==> config.mk <==
export PLATFORM = sky130hd
export DESIGN_NAME = piac_top
export DESIGN_NICKNAME = d
export VERILOG_FILES = /design/src/piac_pkg.sv /design/src/piac_top.sv /design/src/piac_strap_decode.sv
export SDC_FILE = /design/constraint.sdc
export NUM_CORES = 1
export LEC_CHECK = 0
export ABC_CLOCK_PERIOD_IN_PS = 6400
export BUFFER_PORTS_ARGS = -buffer_cell sky130_fd_sc_hd__buf_2
export CAP_MARGIN = 15
export CORE_AREA = 5 5 138 140
export CTS_CLUSTER_SIZE = 28
export DETAILED_ROUTE_END_ITERATION = 8
export DIE_AREA = 0 0 143 145
export GPL_TIMING_DRIVEN = 0
export MAX_ROUTING_LAYER = met4
export PLACE_DENSITY = 0.68
export SLEW_MARGIN = 5
export SYNTH_ARGS = -nofsm -noshare
export SYNTH_HDL_FRONTEND = slang
export SYNTH_SLANG_ARGS = --single-unit
==> constraint.sdc <==
create_clock -name CLK_I -period 6.4 [get_ports CLK_I]
set_clock_uncertainty 0.2 [all_clocks]
set_input_delay 0.96 -clock CLK_I [delete_from_list [all_inputs] [get_ports CLK_I]]
set_output_delay 0.96 -clock CLK_I [all_outputs]
set_load 0.01 [all_outputs]
==> src/piac_pkg.sv <==
// Behaviour
// Hold power-on reset until bias, core rail and oscillator are all good.
// After reset, copy every stored word into the working registers.
// Accept host writes once loading finishes, whatever the enable input says; the code accepts them only in ST_RUN, after the strap read.
// Convert only with enable, bus voltage, load done and strap read.
// Keep separate 7-bit two-wire and PMBus base address registers.
// A zero base address disables that bus interface.
// Bus address is stored base plus strap offset; defaults 0x10 and 0x40.
// Digitize the strap with a 10-bit converter into one of 16 offsets.
// Offsets ascend from +0 at 499 ohms to +15 at 11800 ohms.
// A reading between two nominal values takes the nearest offset.
// In digital mode answer commands sent to the computed address.
// Floating strap selects analog mode, ignores the bus, repurposes three pins.
// In analog mode the loaded configuration cannot be changed.
// In digital mode software enable options may replace the pin condition.
// Default bus lockout is 1 V; host may reprogram turn-on and turn-off.
// Digitized input voltage only feeds the input voltage readback.
// Lockout, overvoltage and undervoltage come from threshold comparators.
// System ties tracking pin low for tracking, pulls up for normal start.
package piac_pkg;
  // Working register slots, also the store word order
  localparam int NVS_WORDS = 7;
  localparam logic [2:0] IDX_TW_BASE = 3'h0;
  localparam logic [2:0] IDX_PM_BASE = 3'h1;
  localparam logic [2:0] IDX_ON_OFF = 3'h2;
  localparam logic [2:0] IDX_VIN_ON = 3'h3;
  localparam logic [2:0] IDX_VIN_OFF = 3'h4;
  localparam logic [2:0] IDX_OV_LIM = 3'h5;
  localparam logic [2:0] IDX_UV_LIM = 3'h6;
  localparam logic [2:0] IDX_LAST = 3'h6;
  // Reset values; voltages in 1/32 V steps, so 1 V is 0x20
  localparam logic [15:0] RST_TW_BASE = 16'h0010;
  localparam logic [15:0] RST_PM_BASE = 16'h0040;
  localparam logic [15:0] RST_ON_OFF = 16'h0000;
  localparam logic [15:0] RST_VIN_ON = 16'h0020;
  localparam logic [15:0] RST_VIN_OFF = 16'h0020;
  localparam logic [15:0] RST_OV_LIM = 16'h0300;
  localparam logic [15:0] RST_UV_LIM = 16'h0000;
  // Enable option fields
  localparam int ONOFF_SW_SEL = 0;
  localparam int ONOFF_SW_ON = 1;
  // Widths
  localparam int ADDR_W = 7;
  localparam int ADC_W = 10;
  localparam int OFS_W = 4;
  localparam int NUM_OFS = 16;
  // Strap resistor nominals and converter scale
  localparam int STRAP_OHM [16] = '{499, 1050, 1540, 2050, 2610, 3240, 3830, 4530,
                                    5230, 6040, 6980, 7870, 8870, 9760, 10700, 11800};
  localparam int ADC_OHM_PER_LSB = 12;
  localparam logic [2:0] ANALOG_PINS = 3'h7;

  typedef struct packed {
    logic bias_ok;
    logic core_ok;
    logic osc_ok;
  } piac_supply_t;

  typedef struct packed {
    logic en_above;
    logic vin_above_on;
    logic vin_above_off;
    logic vin_ov;
    logic vin_uv;
  } piac_cmp_t;

  typedef enum logic [2:0] {ST_POR, ST_LOAD, ST_STRAP, ST_STRAP_WAIT, ST_RUN} piac_state_t;
endpackage

==> src/piac_top.sv <==
`timescale 1ns/100ps
module piac_top (
  // Clock and reset
  input wire logic CLK_I,
  input wire logic ARST_N_I,
  // Supply monitors and threshold comparators
  input wire piac_pkg::piac_supply_t SUPPLY_I,
  input wire piac_pkg::piac_cmp_t CMP_I,
  // Nonvolatile store, data one cycle after the read strobe
  output logic NVS_RD_O,
  output logic [2:0] NVS_IDX_O,
  input wire logic [15:0] NVS_DATA_I,
  // Strap converter
  output logic ADC_START_O,
  input wire logic ADC_DONE_I,
  input wire logic [9:0] ADC_CODE_I,
  input wire logic STRAP_FLOAT_I,
  // Input voltage telemetry
  input wire logic VIN_SAMPLE_I,
  input wire logic [9:0] VIN_CODE_I,
  output logic [9:0] READ_VIN_O,
  // Host register writes
  input wire logic WR_I,
  input wire logic [2:0] WR_IDX_I,
  input wire logic [15:0] WR_DATA_I,
  output logic WR_ACK_O,
  // Bus address match
  input wire logic ADDR_VALID_I,
  input wire logic [6:0] ADDR_I,
  output logic TW_HIT_O,
  output logic PM_HIT_O,
  // Tracking select
  input wire logic TRACK_LOW_I,
  output logic TRACK_MODE_O,
  // Status
  output logic POR_N_O,
  output logic LOAD_DONE_O,
  output logic STRAP_DONE_O,
  output logic ANALOG_MODE_O,
  output logic [2:0] PIN_ANALOG_O,
  output logic [6:0] TW_ADDR_O,
  output logic [6:0] PM_ADDR_O,
  output logic TW_EN_O,
  output logic PM_EN_O,
  output logic CONVERT_EN_O,
  output logic VIN_OK_O,
  output logic VIN_OV_FAULT_O,
  output logic VIN_UV_WARN_O,
  // Comparator thresholds
  output logic [15:0] VIN_ON_LVL_O,
  output logic [15:0] VIN_OFF_LVL_O,
  output logic [15:0] OV_LIM_O,
  output logic [15:0] UV_LIM_O
);
  piac_pkg::piac_state_t state;
  logic [15:0] work_reg [piac_pkg::NVS_WORDS];
  logic cap_vld;
  logic [2:0] cap_idx;
  logic [3:0] offset;
  logic supplies_ok;
  logic wr_ok;
  logic pin_cond;
  logic en_cond;
  logic [15:0] on_off;

  assign supplies_ok = SUPPLY_I.bias_ok & SUPPLY_I.core_ok & SUPPLY_I.osc_ok;
  assign on_off = work_reg[piac_pkg::IDX_ON_OFF];
  // Writes only in run state and only while the bus pins serve the bus
  assign wr_ok = WR_I && state == piac_pkg::ST_RUN && !ANALOG_MODE_O &&
                 WR_IDX_I <= piac_pkg::IDX_LAST;
  // Pin enable from the enable comparator alone; the bus lockout is applied at the conversion gate
  assign pin_cond = CMP_I.en_above;
  assign en_cond = (!ANALOG_MODE_O && on_off[piac_pkg::ONOFF_SW_SEL]) ?
                   on_off[piac_pkg::ONOFF_SW_ON] : pin_cond;

  // Internal reset follows the supply and oscillator monitors
  always_ff @(posedge CLK_I or negedge ARST_N_I) begin
    if (!ARST_N_I) begin
      POR_N_O <= 1'b0;
    end else begin
      POR_N_O <= supplies_ok;
    end
  end

  // Sequencer; any supply loss restarts the whole load
  always_ff @(posedge CLK_I or negedge ARST_N_I) begin
    if (!ARST_N_I) begin
      state <= piac_pkg::ST_POR;
    end else if (!POR_N_O) begin
      state <= piac_pkg::ST_POR;
    end else begin
      unique case (state)
        piac_pkg::ST_POR: begin
          state <= piac_pkg::ST_LOAD;
        end
        piac_pkg::ST_LOAD: begin
          if (cap_vld && cap_idx == piac_pkg::IDX_LAST) begin
            state <= piac_pkg::ST_STRAP;
          end
        end
        piac_pkg::ST_STRAP: begin
          state <= piac_pkg::ST_STRAP_WAIT;
        end
        piac_pkg::ST_STRAP_WAIT: begin
          if (ADC_DONE_I) begin
            state <= piac_pkg::ST_RUN;
          end
        end
        piac_pkg::ST_RUN: begin
          state <= piac_pkg::ST_RUN;
        end
      endcase
    end
  end

  // Store reads issued back to back, data captured a cycle later
  always_ff @(posedge CLK_I or negedge ARST_N_I) begin
    if (!ARST_N_I) begin
      NVS_RD_O <= 1'b0;
      NVS_IDX_O <= '0;
      cap_vld <= 1'b0;
      cap_idx <= '0;
    end else begin
      cap_vld <= NVS_RD_O;
      cap_idx <= NVS_IDX_O;
      if (state == piac_pkg::ST_POR && POR_N_O) begin
        NVS_RD_O <= 1'b1;
        NVS_IDX_O <= '0;
      end else if (NVS_RD_O && NVS_IDX_O != piac_pkg::IDX_LAST && POR_N_O) begin
        NVS_IDX_O <= NVS_IDX_O + 3'h1;
      end else begin
        NVS_RD_O <= 1'b0;
      end
    end
  end

  // Working registers: store load first, host writes afterwards
  always_ff @(posedge CLK_I or negedge ARST_N_I) begin
    if (!ARST_N_I) begin
      work_reg[piac_pkg::IDX_TW_BASE] <= piac_pkg::RST_TW_BASE;
      work_reg[piac_pkg::IDX_PM_BASE] <= piac_pkg::RST_PM_BASE;
      work_reg[piac_pkg::IDX_ON_OFF] <= piac_pkg::RST_ON_OFF;
      work_reg[piac_pkg::IDX_VIN_ON] <= piac_pkg::RST_VIN_ON;
      work_reg[piac_pkg::IDX_VIN_OFF] <= piac_pkg::RST_VIN_OFF;
      work_reg[piac_pkg::IDX_OV_LIM] <= piac_pkg::RST_OV_LIM;
      work_reg[piac_pkg::IDX_UV_LIM] <= piac_pkg::RST_UV_LIM;
    end else if (cap_vld && state == piac_pkg::ST_LOAD) begin
      work_reg[cap_idx] <= NVS_DATA_I;
    end else if (wr_ok) begin
      work_reg[WR_IDX_I] <= WR_DATA_I;
    end
  end

  // Write acknowledge, one cycle after an accepted write
  always_ff @(posedge CLK_I or negedge ARST_N_I) begin
    if (!ARST_N_I) begin
      WR_ACK_O <= 1'b0;
    end else begin
      WR_ACK_O <= wr_ok;
    end
  end

  // Sequence flags, cleared whenever the internal reset drops
  always_ff @(posedge CLK_I or negedge ARST_N_I) begin
    if (!ARST_N_I) begin
      LOAD_DONE_O <= 1'b0;
      STRAP_DONE_O <= 1'b0;
      ADC_START_O <= 1'b0;
    end else if (!POR_N_O) begin
      LOAD_DONE_O <= 1'b0;
      STRAP_DONE_O <= 1'b0;
      ADC_START_O <= 1'b0;
    end else begin
      if (state == piac_pkg::ST_LOAD && cap_vld && cap_idx == piac_pkg::IDX_LAST) begin
        LOAD_DONE_O <= 1'b1;
      end
      ADC_START_O <= state == piac_pkg::ST_STRAP;
      if (state == piac_pkg::ST_STRAP_WAIT && ADC_DONE_I) begin
        STRAP_DONE_O <= 1'b1;
      end
    end
  end

  // Floating strap decided once, at the strap reading
  always_ff @(posedge CLK_I or negedge ARST_N_I) begin
    if (!ARST_N_I) begin
      ANALOG_MODE_O <= 1'b0;
      PIN_ANALOG_O <= '0;
    end else if (state == piac_pkg::ST_STRAP_WAIT && ADC_DONE_I) begin
      ANALOG_MODE_O <= STRAP_FLOAT_I;
      PIN_ANALOG_O <= STRAP_FLOAT_I ? piac_pkg::ANALOG_PINS : 3'h0;
    end
  end

  piac_strap_decode u_strap (
    .clk_i(CLK_I),
    .arst_n_i(ARST_N_I),
    .capture_i(state == piac_pkg::ST_STRAP_WAIT && ADC_DONE_I),
    .code_i(ADC_CODE_I),
    .offset_o(offset)
  );

  // Addresses and interface enables; sum wraps within 7 bits
  always_ff @(posedge CLK_I or negedge ARST_N_I) begin
    if (!ARST_N_I) begin
      TW_ADDR_O <= '0;
      PM_ADDR_O <= '0;
      TW_EN_O <= 1'b0;
      PM_EN_O <= 1'b0;
    end else begin
      TW_ADDR_O <= work_reg[piac_pkg::IDX_TW_BASE][6:0] + {3'h0, offset};
      PM_ADDR_O <= work_reg[piac_pkg::IDX_PM_BASE][6:0] + {3'h0, offset};
      TW_EN_O <= state == piac_pkg::ST_RUN && !ANALOG_MODE_O &&
                 work_reg[piac_pkg::IDX_TW_BASE][6:0] != 7'h00;
      PM_EN_O <= state == piac_pkg::ST_RUN && !ANALOG_MODE_O &&
                 work_reg[piac_pkg::IDX_PM_BASE][6:0] != 7'h00;
    end
  end

  // Address match for the bus front end
  always_ff @(posedge CLK_I or negedge ARST_N_I) begin
    if (!ARST_N_I) begin
      TW_HIT_O <= 1'b0;
      PM_HIT_O <= 1'b0;
    end else begin
      TW_HIT_O <= ADDR_VALID_I && TW_EN_O && ADDR_I == TW_ADDR_O;
      PM_HIT_O <= ADDR_VALID_I && PM_EN_O && ADDR_I == PM_ADDR_O;
    end
  end

  // Lockout with hysteresis from the two threshold comparators
  always_ff @(posedge CLK_I or negedge ARST_N_I) begin
    if (!ARST_N_I) begin
      VIN_OK_O <= 1'b0;
    end else if (CMP_I.vin_above_on) begin
      VIN_OK_O <= 1'b1;
    end else if (!CMP_I.vin_above_off) begin
      VIN_OK_O <= 1'b0;
    end
  end

  // Input faults straight from comparators, never from telemetry
  always_ff @(posedge CLK_I or negedge ARST_N_I) begin
    if (!ARST_N_I) begin
      VIN_OV_FAULT_O <= 1'b0;
      VIN_UV_WARN_O <= 1'b0;
    end else begin
      VIN_OV_FAULT_O <= POR_N_O && CMP_I.vin_ov;
      VIN_UV_WARN_O <= POR_N_O && CMP_I.vin_uv;
    end
  end

  // Conversion gate; internal reset drops it together with the sequence flags
  always_ff @(posedge CLK_I or negedge ARST_N_I) begin
    if (!ARST_N_I) begin
      CONVERT_EN_O <= 1'b0;
    end else begin
      CONVERT_EN_O <= POR_N_O && state == piac_pkg::ST_RUN && LOAD_DONE_O && STRAP_DONE_O &&
                      VIN_OK_O && en_cond;
    end
  end

  // Readback only; this value feeds nothing else
  always_ff @(posedge CLK_I or negedge ARST_N_I) begin
    if (!ARST_N_I) begin
      READ_VIN_O <= '0;
    end else if (VIN_SAMPLE_I) begin
      READ_VIN_O <= VIN_CODE_I;
    end
  end

  // Tracking pin level as seen by start-up logic
  always_ff @(posedge CLK_I or negedge ARST_N_I) begin
    if (!ARST_N_I) begin
      TRACK_MODE_O <= 1'b0;
    end else begin
      TRACK_MODE_O <= TRACK_LOW_I;
    end
  end

  // Thresholds handed to the analog comparators
  assign VIN_ON_LVL_O = work_reg[piac_pkg::IDX_VIN_ON];
  assign VIN_OFF_LVL_O = work_reg[piac_pkg::IDX_VIN_OFF];
  assign OV_LIM_O = work_reg[piac_pkg::IDX_OV_LIM];
  assign UV_LIM_O = work_reg[piac_pkg::IDX_UV_LIM];
endmodule

==> src/piac_strap_decode.sv <==
`timescale 1ns/100ps
module piac_strap_decode (
  // Clock and reset
  input wire logic clk_i,
  input wire logic arst_n_i,
  // Converter reading
  input wire logic capture_i,
  input wire logic [piac_pkg::ADC_W-1:0] code_i,
  // Offset
  output logic [piac_pkg::OFS_W-1:0] offset_o
);
  logic [piac_pkg::NUM_OFS-2:0] above;
  logic [piac_pkg::OFS_W-1:0] next_offset;

  // Midpoints between neighbours; ties go to the lower offset
  for (genvar i = 0; i < piac_pkg::NUM_OFS - 1; i++) begin : g_mid
    localparam int MID = (piac_pkg::STRAP_OHM[i] + piac_pkg::STRAP_OHM[i+1]) /
                         (2 * piac_pkg::ADC_OHM_PER_LSB);
    assign above[i] = code_i > MID[piac_pkg::ADC_W-1:0];
  end

  // Count of midpoints passed is the ascending offset
  always_comb begin
    next_offset = '0;
    for (int i = 0; i < piac_pkg::NUM_OFS - 1; i++) begin
      next_offset = next_offset + {3'h0, above[i]};
    end
  end

  // Offset held from the one reading taken at start-up
  always_ff @(posedge clk_i or negedge arst_n_i) begin
    if (!arst_n_i) begin
      offset_o <= '0;
    end else if (capture_i) begin
      offset_o <= next_offset;
    end
  end
endmodule

======== Yosys cells after proc, flatten, opt, wreduce, memory -nomap -nowiden ========
Cells that the tools add are included.
word-level totals
  register bits after elaboration ......... 169
  word-level logic and storage cells ...... 146
  output and inout bits ................... 110
cells by class
  reduce and logical (&&, ||, !) cells .... 34
  equal/unequal tests ..................... 14
  $add $sub $neg .......................... 17
  muxes and demuxes ....................... 25
  bitwise logic cells ..................... 4
  order comparisons ....................... 20
operators by type and width
  cell                                                                           number
  112-bit bitwise mux                                                            2
  112-bit two-way mux                                                            2
  16-bit demux with 3-bit select                                                 2
  10-bit > comparator (second input constant)                                    6
  4-bit by 1-bit adder with 4-bit output                                         13
  10-bit by 9-bit > comparator with 1-bit output (second input constant)         4
  16-bit two-way mux                                                             2
  10-bit by 8-bit > comparator with 1-bit output (second input constant)         3
  1-bit logical AND                                                              27
  10-bit by 7-bit > comparator with 1-bit output (second input constant)         2
  3-bit two-way mux                                                              6
  3-bit case mux with 5 select lines                                             1
  7-bit by 4-bit adder with 7-bit output                                         2
  7-bit equality test                                                            2
  7-bit nonzero test                                                             2
  1-bit two-way mux                                                              10
  3-bit != test (second input constant)                                          3
  4-bit >= comparator (second input constant)                                    2
  4-bit by 1-bit less-than comparator with 1-bit output (second input constant)  2
  3-bit NOT with 4-bit output                                                    2
  3-bit by 2-bit equality test with 1-bit output (second input constant)         2
  3-bit equality test (second input constant)                                    2
  2-bit by 1-bit != test with 1-bit output (second input constant)               3
  2-bit nonzero test                                                             2
  other kinds (9)                                                                10

======== Logic depth before layout (Yosys ltp) ========
Gate-level depths: netlist of the first run.
  depth after elaboration ................. 15
  mapped depth ............................ 19

======== Modules after synthesis ========
From an unflattened synthesis of the first run, not the netlist that was laid out.
unflattened totals
  cells, all modules ...................... 661
  area, all modules ....................... 7790.0 sq um
modules (own cells, without submodules)
  module             times used  area each (sq um)  cells each  sequential area each (sq um)
  piac_top           1           6915.4             550         3260.6
  piac_strap_decode  1           874.6              111         100.1

======== Worst setup path after synthesis of the first run ========
OpenSTA, ideal clock, no wires.
  kind .................................... input-to-reg
  start point ............................. input ADC_CODE_I[5]
  end point ............................... register u_strap.offset_o[3] (netlist bit)
  path slack .............................. 1227 ps
  cell stages on the path ................. 19
  arrival time ............................ 4838 ps
  buffers on the path ..................... 1
  required time ........................... 6065 ps
  cell sequence ........................... clkbuf_1 -> nor2_1 -> nand2_1 -> o31ai_1 -> nand2_1 -> ha_1 -> inv_1 -> fa_1 -> inv_1 -> fa_1 -> inv_1 -> fa_1 -> fa_1 -> inv_1 -> ha_1 -> a21o_1 -> a21oi_1 -> xor2_1 -> o21ai_0
on the way
  longest elaborated chain between the ends .. 15
RTL lines
  item                                                   line                     source
  start, declared                                        piac_top.sv:16           input wire logic [9:0] ADC_CODE_I,
  10-bit by 7-bit > comparator with 1-bit output         piac_strap_decode.sv:19  assign above[i] = code_i > MID[piac_pkg::ADC_W-1:0];
  1-bit by 1-bit adder with 2-bit output                 piac_strap_decode.sv:26  next_offset = next_offset + {3'h0, above[i]};
  4-bit by 1-bit adder with 4-bit output (12 in series)  piac_strap_decode.sv:26
  4-bit by 1-bit adder with 4-bit output *               piac_strap_decode.sv:26
  end signal, assigned                                   piac_strap_decode.sv:35  offset_o <= next_offset;
  end, declared                                          piac_strap_decode.sv:10  output logic [piac_pkg::OFS_W-1:0] offset_o
Every way passes the cells marked *; elsewhere a longest branch is shown, timed or not.
A chain may end at the register's enable or synchronous reset.

======== Worst setup path after layout of the first run ========
Same ends and word-level chain as after synthesis.

==> results.cfg, run 1 <==
[logic_synthesis]
ys_top_cells_by_area = dfrtp_1 44%, o2bb2ai_1 9.0%, a22oi_1 7.9%, buf_4 6.9%, fa_1 3.0%
synth_edf_count = 0
synth_area_sq_mm = 0.00726
synth_top_area_frac = 0.441
synth.avg_cell_area_sq_um = 10.9
synth_top_area_cell = dfrtp_1
async_flop_share = 1.00
synth_common_cells = 128 x dfrtp_1, 76 x a22oi_1, 75 x o2bb2ai_1
yosysWarnings = 0
postSynthNetCount = 770
yosysMostFrequentCell = dfrtp_1
synth_seq_cells = 134
synth_seq_area_share = 0.463
ys_types = 55
synthFlopType = dfrtp_1
synthCells = 665

[layout]
multiInputGateArea_sq_mm = 0.00312
final_core_util = 0.513
final-instance-count-excl-fill = 1109
fillers = 1612
area_growth_pct = 25.2
seqCellArea_sq_mm = 0.00336
nNetsFinal = 970
drive_gt1_frac = 0.364

[floorplanning]
row_count = 49
fp.dieH_microns = 145
core_area_sq_mm = 0.0177
die-area_sq_mm = 0.0207
initial_utilization = 0.410
ios = 188
die_w_microns = 143

[timing]
finalSetupTns_ns = 0
setup_viol = 0
worst_pin_slew_ns = 1.06
period_share = 0.790
clock.fmax_mhz = 198
relSlewSlack = 0.290
hold_viol_final = 0
post-route-min-period_ns = 5.06
timing_max_transition_violations_final = 0
rsz0062_at_grt = false

[placed_design]
dp_hpwl_microns = 14900
port_buffers = 180
place_inst = 1075
globalplace.congestion = 0.847

[clocking]
root_buffer = clkbuf_16
clock_sinks = 134
post_cts_buffers = 0
cts_tree = yes
cts.path.max_buffers = 2
cts_buffers = 17
cts_hold_buf = 0
cts_resized = 0
clock_latency_ns = 0.42
htree_levels = 4
cts.clk_slew.worst_paths_ns = 0.06

[routing]
drt_wl_total_microns = 20200
vias = 5999
drtIter0Drc = 419
firstDrtPassIters = 7
drc = 0
via_per_inst = 5.41
antenna_left = 0
wl_per_cell_microns = 18.2

[critical_path]
setup.worst_path.class = input pin to flop
crit_chain = clkbuf_1 -> nor2_1 -> nand2_1 -> o31ai_1 -> nand2_1 -> ha_1 -> inv_1 -> fa_1 -> inv_1 -> fa_1 -> inv_1 -> fa_1 -> fa_1 -> inv_1 -> ha_1 -> a21o_1 -> a21oi_1 -> xor2_1 -> o21ai_0
cp.arrival_ns = 5.14
critPathSlowestCell = fa_1
worst_setup_path_end_kind = flop
required_ns = 6.48
slowest_delay_ns = 0.61
crit_fanout = 10
start_kind = input pin

[global_route]
grtUsageTotal = 0.198
gr-total-overflow = 0
first_global_vias = 5827
antenna_found_initial = 1
grt_max_degree = 75
grt_pass1_wl_microns = 31600

[run_status]
status = complete, no violations

[power_and_ir_drop]
cellPowerDensity_mw_per_mm2 = 267
p_leak_uw = 0.00434
peakVddDrop_uv = 186

[hold_path]
hold_class = flop to flop

[flow_run]
maxCapViolCount = 0
## through the flow
stage	worst slack, ns	hold WS (ns)	cell area [sq um]	power (uW)
6_report	1.34	0.245	9090	2430
5_1_grt	1.09	0.255	9090	2570
4_1_cts	1.34	0.250	9090	2460
3_5_place_dp	0.902	0.233	8490	1460
3_3_place_gp	0.970	0.209	8450	1450
2_1_floorplan	1.23	0.250	7260	1280
## logic make-up (layout without fill, tap and decap cells)
| family | Yosys count | after routing | share of synthesized area |
|---|---|---|---|
| other cells | 0 | 2 | 0 |
| flops | 134 | 134 | 0.463 |
| xor+xnor | 28 | 28 | 0.0338 |
| mux | 13 | 13 | 0.0200 |
| compound gates | 224 | 224 | 0.239 |
| fa+ha+maj | 27 | 27 | 0.0579 |
| buf+inv | 138 | 351 | 0.108 |
| simple gates | 101 | 101 | 0.0791 |
## layer usage
| metal | track usage | wire length [microns] | vias up |
|---|---|---|---|
| met5 | - | 0 | - |
| met4 | 0.0727 | 422 | 0 |
| met3 | 0.0454 | 1700 | 34 |
| met2 | 0.284 | 9300 | 271 |
| met1 | 0.274 | 8780 | 2886 |
| li1 | - | - | 2808 |
## power breakdown
part / switching [uW] / internal, uW
clock: 393 / 594
sequential: 58.8 / 922
combinational: 240 / 224
## cell type report
class                   instances  area share
diodes                          2    0.000550
plain buffers                 110      0.0747
clock buffers                  18      0.0483
clock inverters                14      0.0179
inverters                      28      0.0116
multi-input cells             393       0.343
flip-flops and latches        134       0.370
well taps                     229      0.0315
repair buffers                181       0.103
## cells in the final DEF, fill, tap and decap left out, types with 5 or more instances in the layout
| cell | instances |
|---|---|
| a211oi_1 | 5 |
| a21o_1 | 7 |
| a21oi_1 | 17 |
| a22oi_1 | 76 |
| and3_1 | 7 |
| buf_2 | 191 |
| buf_4 | 67 |
| clkbuf_1 | 29 |
| clkbuf_16 | 17 |
| dfrtp_1 | 128 |
| dfstp_2 | 6 |
| fa_1 | 11 |
| ha_1 | 16 |
| inv_1 | 28 |
| inv_6 | 7 |
| mux2_2 | 12 |
| nand2_1 | 23 |
| nand2b_1 | 5 |
| nand3_1 | 9 |
| nand4_1 | 5 |
| nor2_1 | 14 |
| nor2b_1 | 7 |
| nor3_1 | 6 |
| nor4_1 | 6 |
| o21ai_0 | 16 |
| o2bb2ai_1 | 75 |
| xnor2_1 | 16 |
| xor2_1 | 12 |
## final timing paths
path | to | depth (start not counted) | start | slack [ns]
hold / removal | cap_vld | 0 | NVS_RD_O | 0.24
max in group asynchronous | work_reg[100] | 2 | ARST_N_I | 4.92
setup / recovery | u_strap.offset_o[3] | 19 | ADC_CODE_I[5] | 1.34
hold reg to reg | cap_vld | 0 | NVS_RD_O | 0.24
setup reg to reg | UV_LIM_O[2] | 6 | state[0] | 3.46
min in group asynchronous | OV_LIM_O[11] | 1 | ARST_N_I | 0.30
## critical path, delay by kind of cell
family / cells / cell delay [ns]
XOR/XNOR: 1 / 0.15
adder cells (fa/ha/maj): 6 / 2.54
buffers and inverters: 5 / 0.43
AO/OA/AOI/OAI: 4 / 0.65
AND/OR/NAND/NOR: 3 / 0.41
(Power assumes the default switching activity.)
==> run 2: changes to the inputs <==
- ABC_AREA: unset -> 1
- ABC_CLOCK_PERIOD_IN_PS: 6400 -> 4100
- CORE_AREA: 5 5 138 140 -> 5 5 152 154
- DIE_AREA: 0 0 143 145 -> 0 0 157 159
- PLACE_DENSITY: 0.68 -> 0.69
- clock period: 6.4 -> 4.1 ns (I/O delays scaled with it)
==> run 2 against run 1 <==
The flow now finishes with violations (negative setup slack). Register-to-register slack got worse by 1.7 ns. Total power increased by 57%. Global-route usage grew 1.8 points. Clock power rose by 56%. Sequential power up 51%. Synthesized cell count rose by 89%. Die area is 20% higher. Non-clock buffer count is 25 higher. Sequential cell count is the same. Critical path type unchanged. Largest cell class is now multi-input gates.
==> results.cfg, run 2 <==
[run_status]
status = complete, but fails checks
violations = negative setup slack

[critical_path]
slowest_delay_ns = 0.53
setup.worst_path.class = input pin to flop
r2r_cells = 8
required_ns = 4.25
crit_fanout = 9
worst_setup_path_end_kind = flop
r2r-end = UV_LIM_O[0]
rr_startpoint = state[0]
cp.arrival_ns = 4.43
crit_chain = buf_8 -> nor2_4 -> nand3_2 -> o31ai_2 -> nand2_1 -> ha_1 -> inv_2 -> fa_1 -> inv_2 -> fa_2 -> fa_1 -> fa_1 -> ha_2 -> inv_2 -> fa_2 -> xor2_1 -> o21ai_1
critPathSlowestCell = fa_2
start_kind = input pin
reg2reg_setup_slack_ns = 1.80

[layout]
fin_area_sq_mm = 0.0110
final-instance-count-excl-fill = 1765
fillers = 2162
drive_gt1_frac = 0.271
area_growth_pct = 24.2
final_cell_mix = 415 x nand2_1, 206 x buf_2, 181 x nand3_1
nNetsFinal = 1576
final_common_cell = nand2_1
seqCellArea_sq_mm = 0.00336
multiInputGateArea_sq_mm = 0.00440

[global_route]
first_global_vias = 8146
gr-total-overflow = 0
antenna_found_initial = 2
grt_pass1_wl_microns = 42100
grtUsageTotal = 0.216
grt_max_degree = 99

[timing]
relSlewSlack = 0.649
hold_viol_final = 0
timing_max_transition_violations_final = 0
period_share = 1.04
timing.final.ws_setup_ns = -0.180
setup_viol = 3
rsz0062_at_grt = true
clock.fmax_mhz = 234
worst_pin_slew_ns = 0.526
post-route-min-period_ns = 4.28

[routing]
wl_per_cell_microns = 15.1
firstDrtPassIters = 7
via_per_inst = 4.93
drtIter0Drc = 810
drc = 0
antenna_left = 0
drt_wl_total_microns = 26700
vias = 8706

[power_and_ir_drop]
cellPowerDensity_mw_per_mm2 = 347
p_leak_uw = 0.00639
power_uw = 3820
peakVddDrop_uv = 227

[floorplanning]
die-area_sq_mm = 0.0250
die_w_microns = 157
row_count = 54
initial_utilization = 0.411
ios = 188
fp.dieH_microns = 159
core_area_sq_mm = 0.0216

[hold_path]
hold_class = input pin to flop
min-delay-start = TRACK_LOW_I
holdPathStages = 1
min_to = TRACK_MODE_O

[clocking]
root_buffer = clkbuf_16
cts.path.max_buffers = 2
cts_tree = yes
htree_levels = 4
cts_buffers = 17
clock_sinks = 134
clock_latency_ns = 0.43
cts.clk_slew.worst_paths_ns = 0.06

[placed_design]
pre_cts_ws_ns = -0.872
dp_hpwl_microns = 20500
globalplace.congestion = 0.947
postPlaceCellArea_sq_mm = 0.0102
place_inst = 1719
port_buffers = 180

[logic_synthesis]
postSynthNetCount = 1363
synth_seq_cells = 134
synth_area_sq_mm = 0.00885
ys_types = 38
synth.avg_cell_area_sq_um = 7.04
synth_common_cells = 419 x nand2_1, 183 x nand3_1, 132 x nor2_1
synth_seq_area_share = 0.380
synth_top_area_frac = 0.362
yosysMostFrequentCell = nand2_1
synth_edf_count = 0
synthCells = 1258
ys_top_cells_by_area = dfrtp_1 36%, nand2_1 18%, nand3_1 10%, buf_4 6.3%, nor2_1 5.6%
yosysWarnings = 0
synth_top_area_cell = dfrtp_1
synthFlopType = dfrtp_1
async_flop_share = 1.00

[flow_run]
maxCapViolCount = 0
[run 2: cell types whose count changed after synthesis, sizes merged, moves of 8 or more]
cell	delta
a22oi	-76
nand2	+402
clkbuf	-11
nor2	+122
o21ai	+8
nand3	+175
buf	+23
xnor2	-8
o2bb2ai	-75
nand4	+9
inv	+83
[run 2: critical path: cells and delay by family]
family | cells | cell delay [ns]
and+or+nand+nor | 3 | 0.31
AOI/OAI and AO/OA | 2 | 0.36
xor gates and xnor gates | 1 | 0.14
adders and majority gates | 7 | 2.75
buffers and inverters | 4 | 0.24
[run 2: worst max path at each step]
stage	start	endpoint	slack, ns	cells after the start
2_1_floorplan	ADC_CODE_I[1]	u_strap.offset_o[1]	-0.40	16
3_3_place_gp	ADC_CODE_I[5]	u_strap.offset_o[1]	-0.85	15
3_5_place_dp	ADC_CODE_I[5]	u_strap.offset_o[2]	-0.87	16
4_1_cts	ADC_CODE_I[1]	u_strap.offset_o[2]	-0.12	17
5_1_grt	ADC_CODE_I[1]	u_strap.offset_o[2]	-0.23	17
6_report	ADC_CODE_I[4]	u_strap.offset_o[2]	-0.18	17
[run 2: timing repair]
action | in CTS | in global routing
buffers inserted | 7 | 5
resized for setup | 23 | 20
endpoints found under the hold margin | 36 | 0
pin swaps | 5 | 5
hold buffers | 1 | 0
endpoints found under the setup margin | 3 | 3
[run 2: metal layers]
metal	global-route usage	vias up	share of wire
met3	0.0429	58	0.074
met1	0.288	3953	0.43
met4	0.0698	0	0.028
met5	-	-	0
li1	-	4357	-
met2	0.332	338	0.46
[run 2: final cells by class]
| class | instances | share of cell area |
|---|---|---|
| sequential | 134 | 0.306 |
| antenna | 2 | 0.000455 |
| tap | 280 | 0.0319 |
| timing repair buffer | 194 | 0.0952 |
| inverter | 111 | 0.0381 |
| clock buffer | 20 | 0.0425 |
| buffer | 122 | 0.0750 |
| multi-input combinational | 891 | 0.400 |
| clock inverter | 11 | 0.0114 |
[run 2: cells by family (layout without fill, tap and decap cells)]
| group | Yosys count | in the layout | synth area share |
|---|---|---|---|
| other | 0 | 2 | 0 |
| buffers and inverters | 233 | 458 | 0.135 |
| and+or+nand+nor | 783 | 783 | 0.374 |
| xor gates and xnor gates | 14 | 14 | 0.0138 |
| DFF | 134 | 134 | 0.380 |
| adders and majority gates | 27 | 27 | 0.0475 |
| AOI/OAI and AO/OA | 57 | 57 | 0.0379 |
| muxes | 10 | 10 | 0.0127 |
[run 2: metrics by stage]
stage,utilization,setup TNS (ns),hold slack [ns]
2_1_floorplan,-,-1.16,0.119
3_3_place_gp,0.471,-2.93,0.210
3_5_place_dp,0.473,-2.96,0.198
4_1_cts,0.506,-0.333,0.0726
5_1_grt,0.510,-0.664,0.0770
6_report,0.510,-0.445,0.0892
[run 2: where the power goes]
group	internal [uW]	switching, uW
logic	320	479
clock network	939	597
registers	1410	74.6
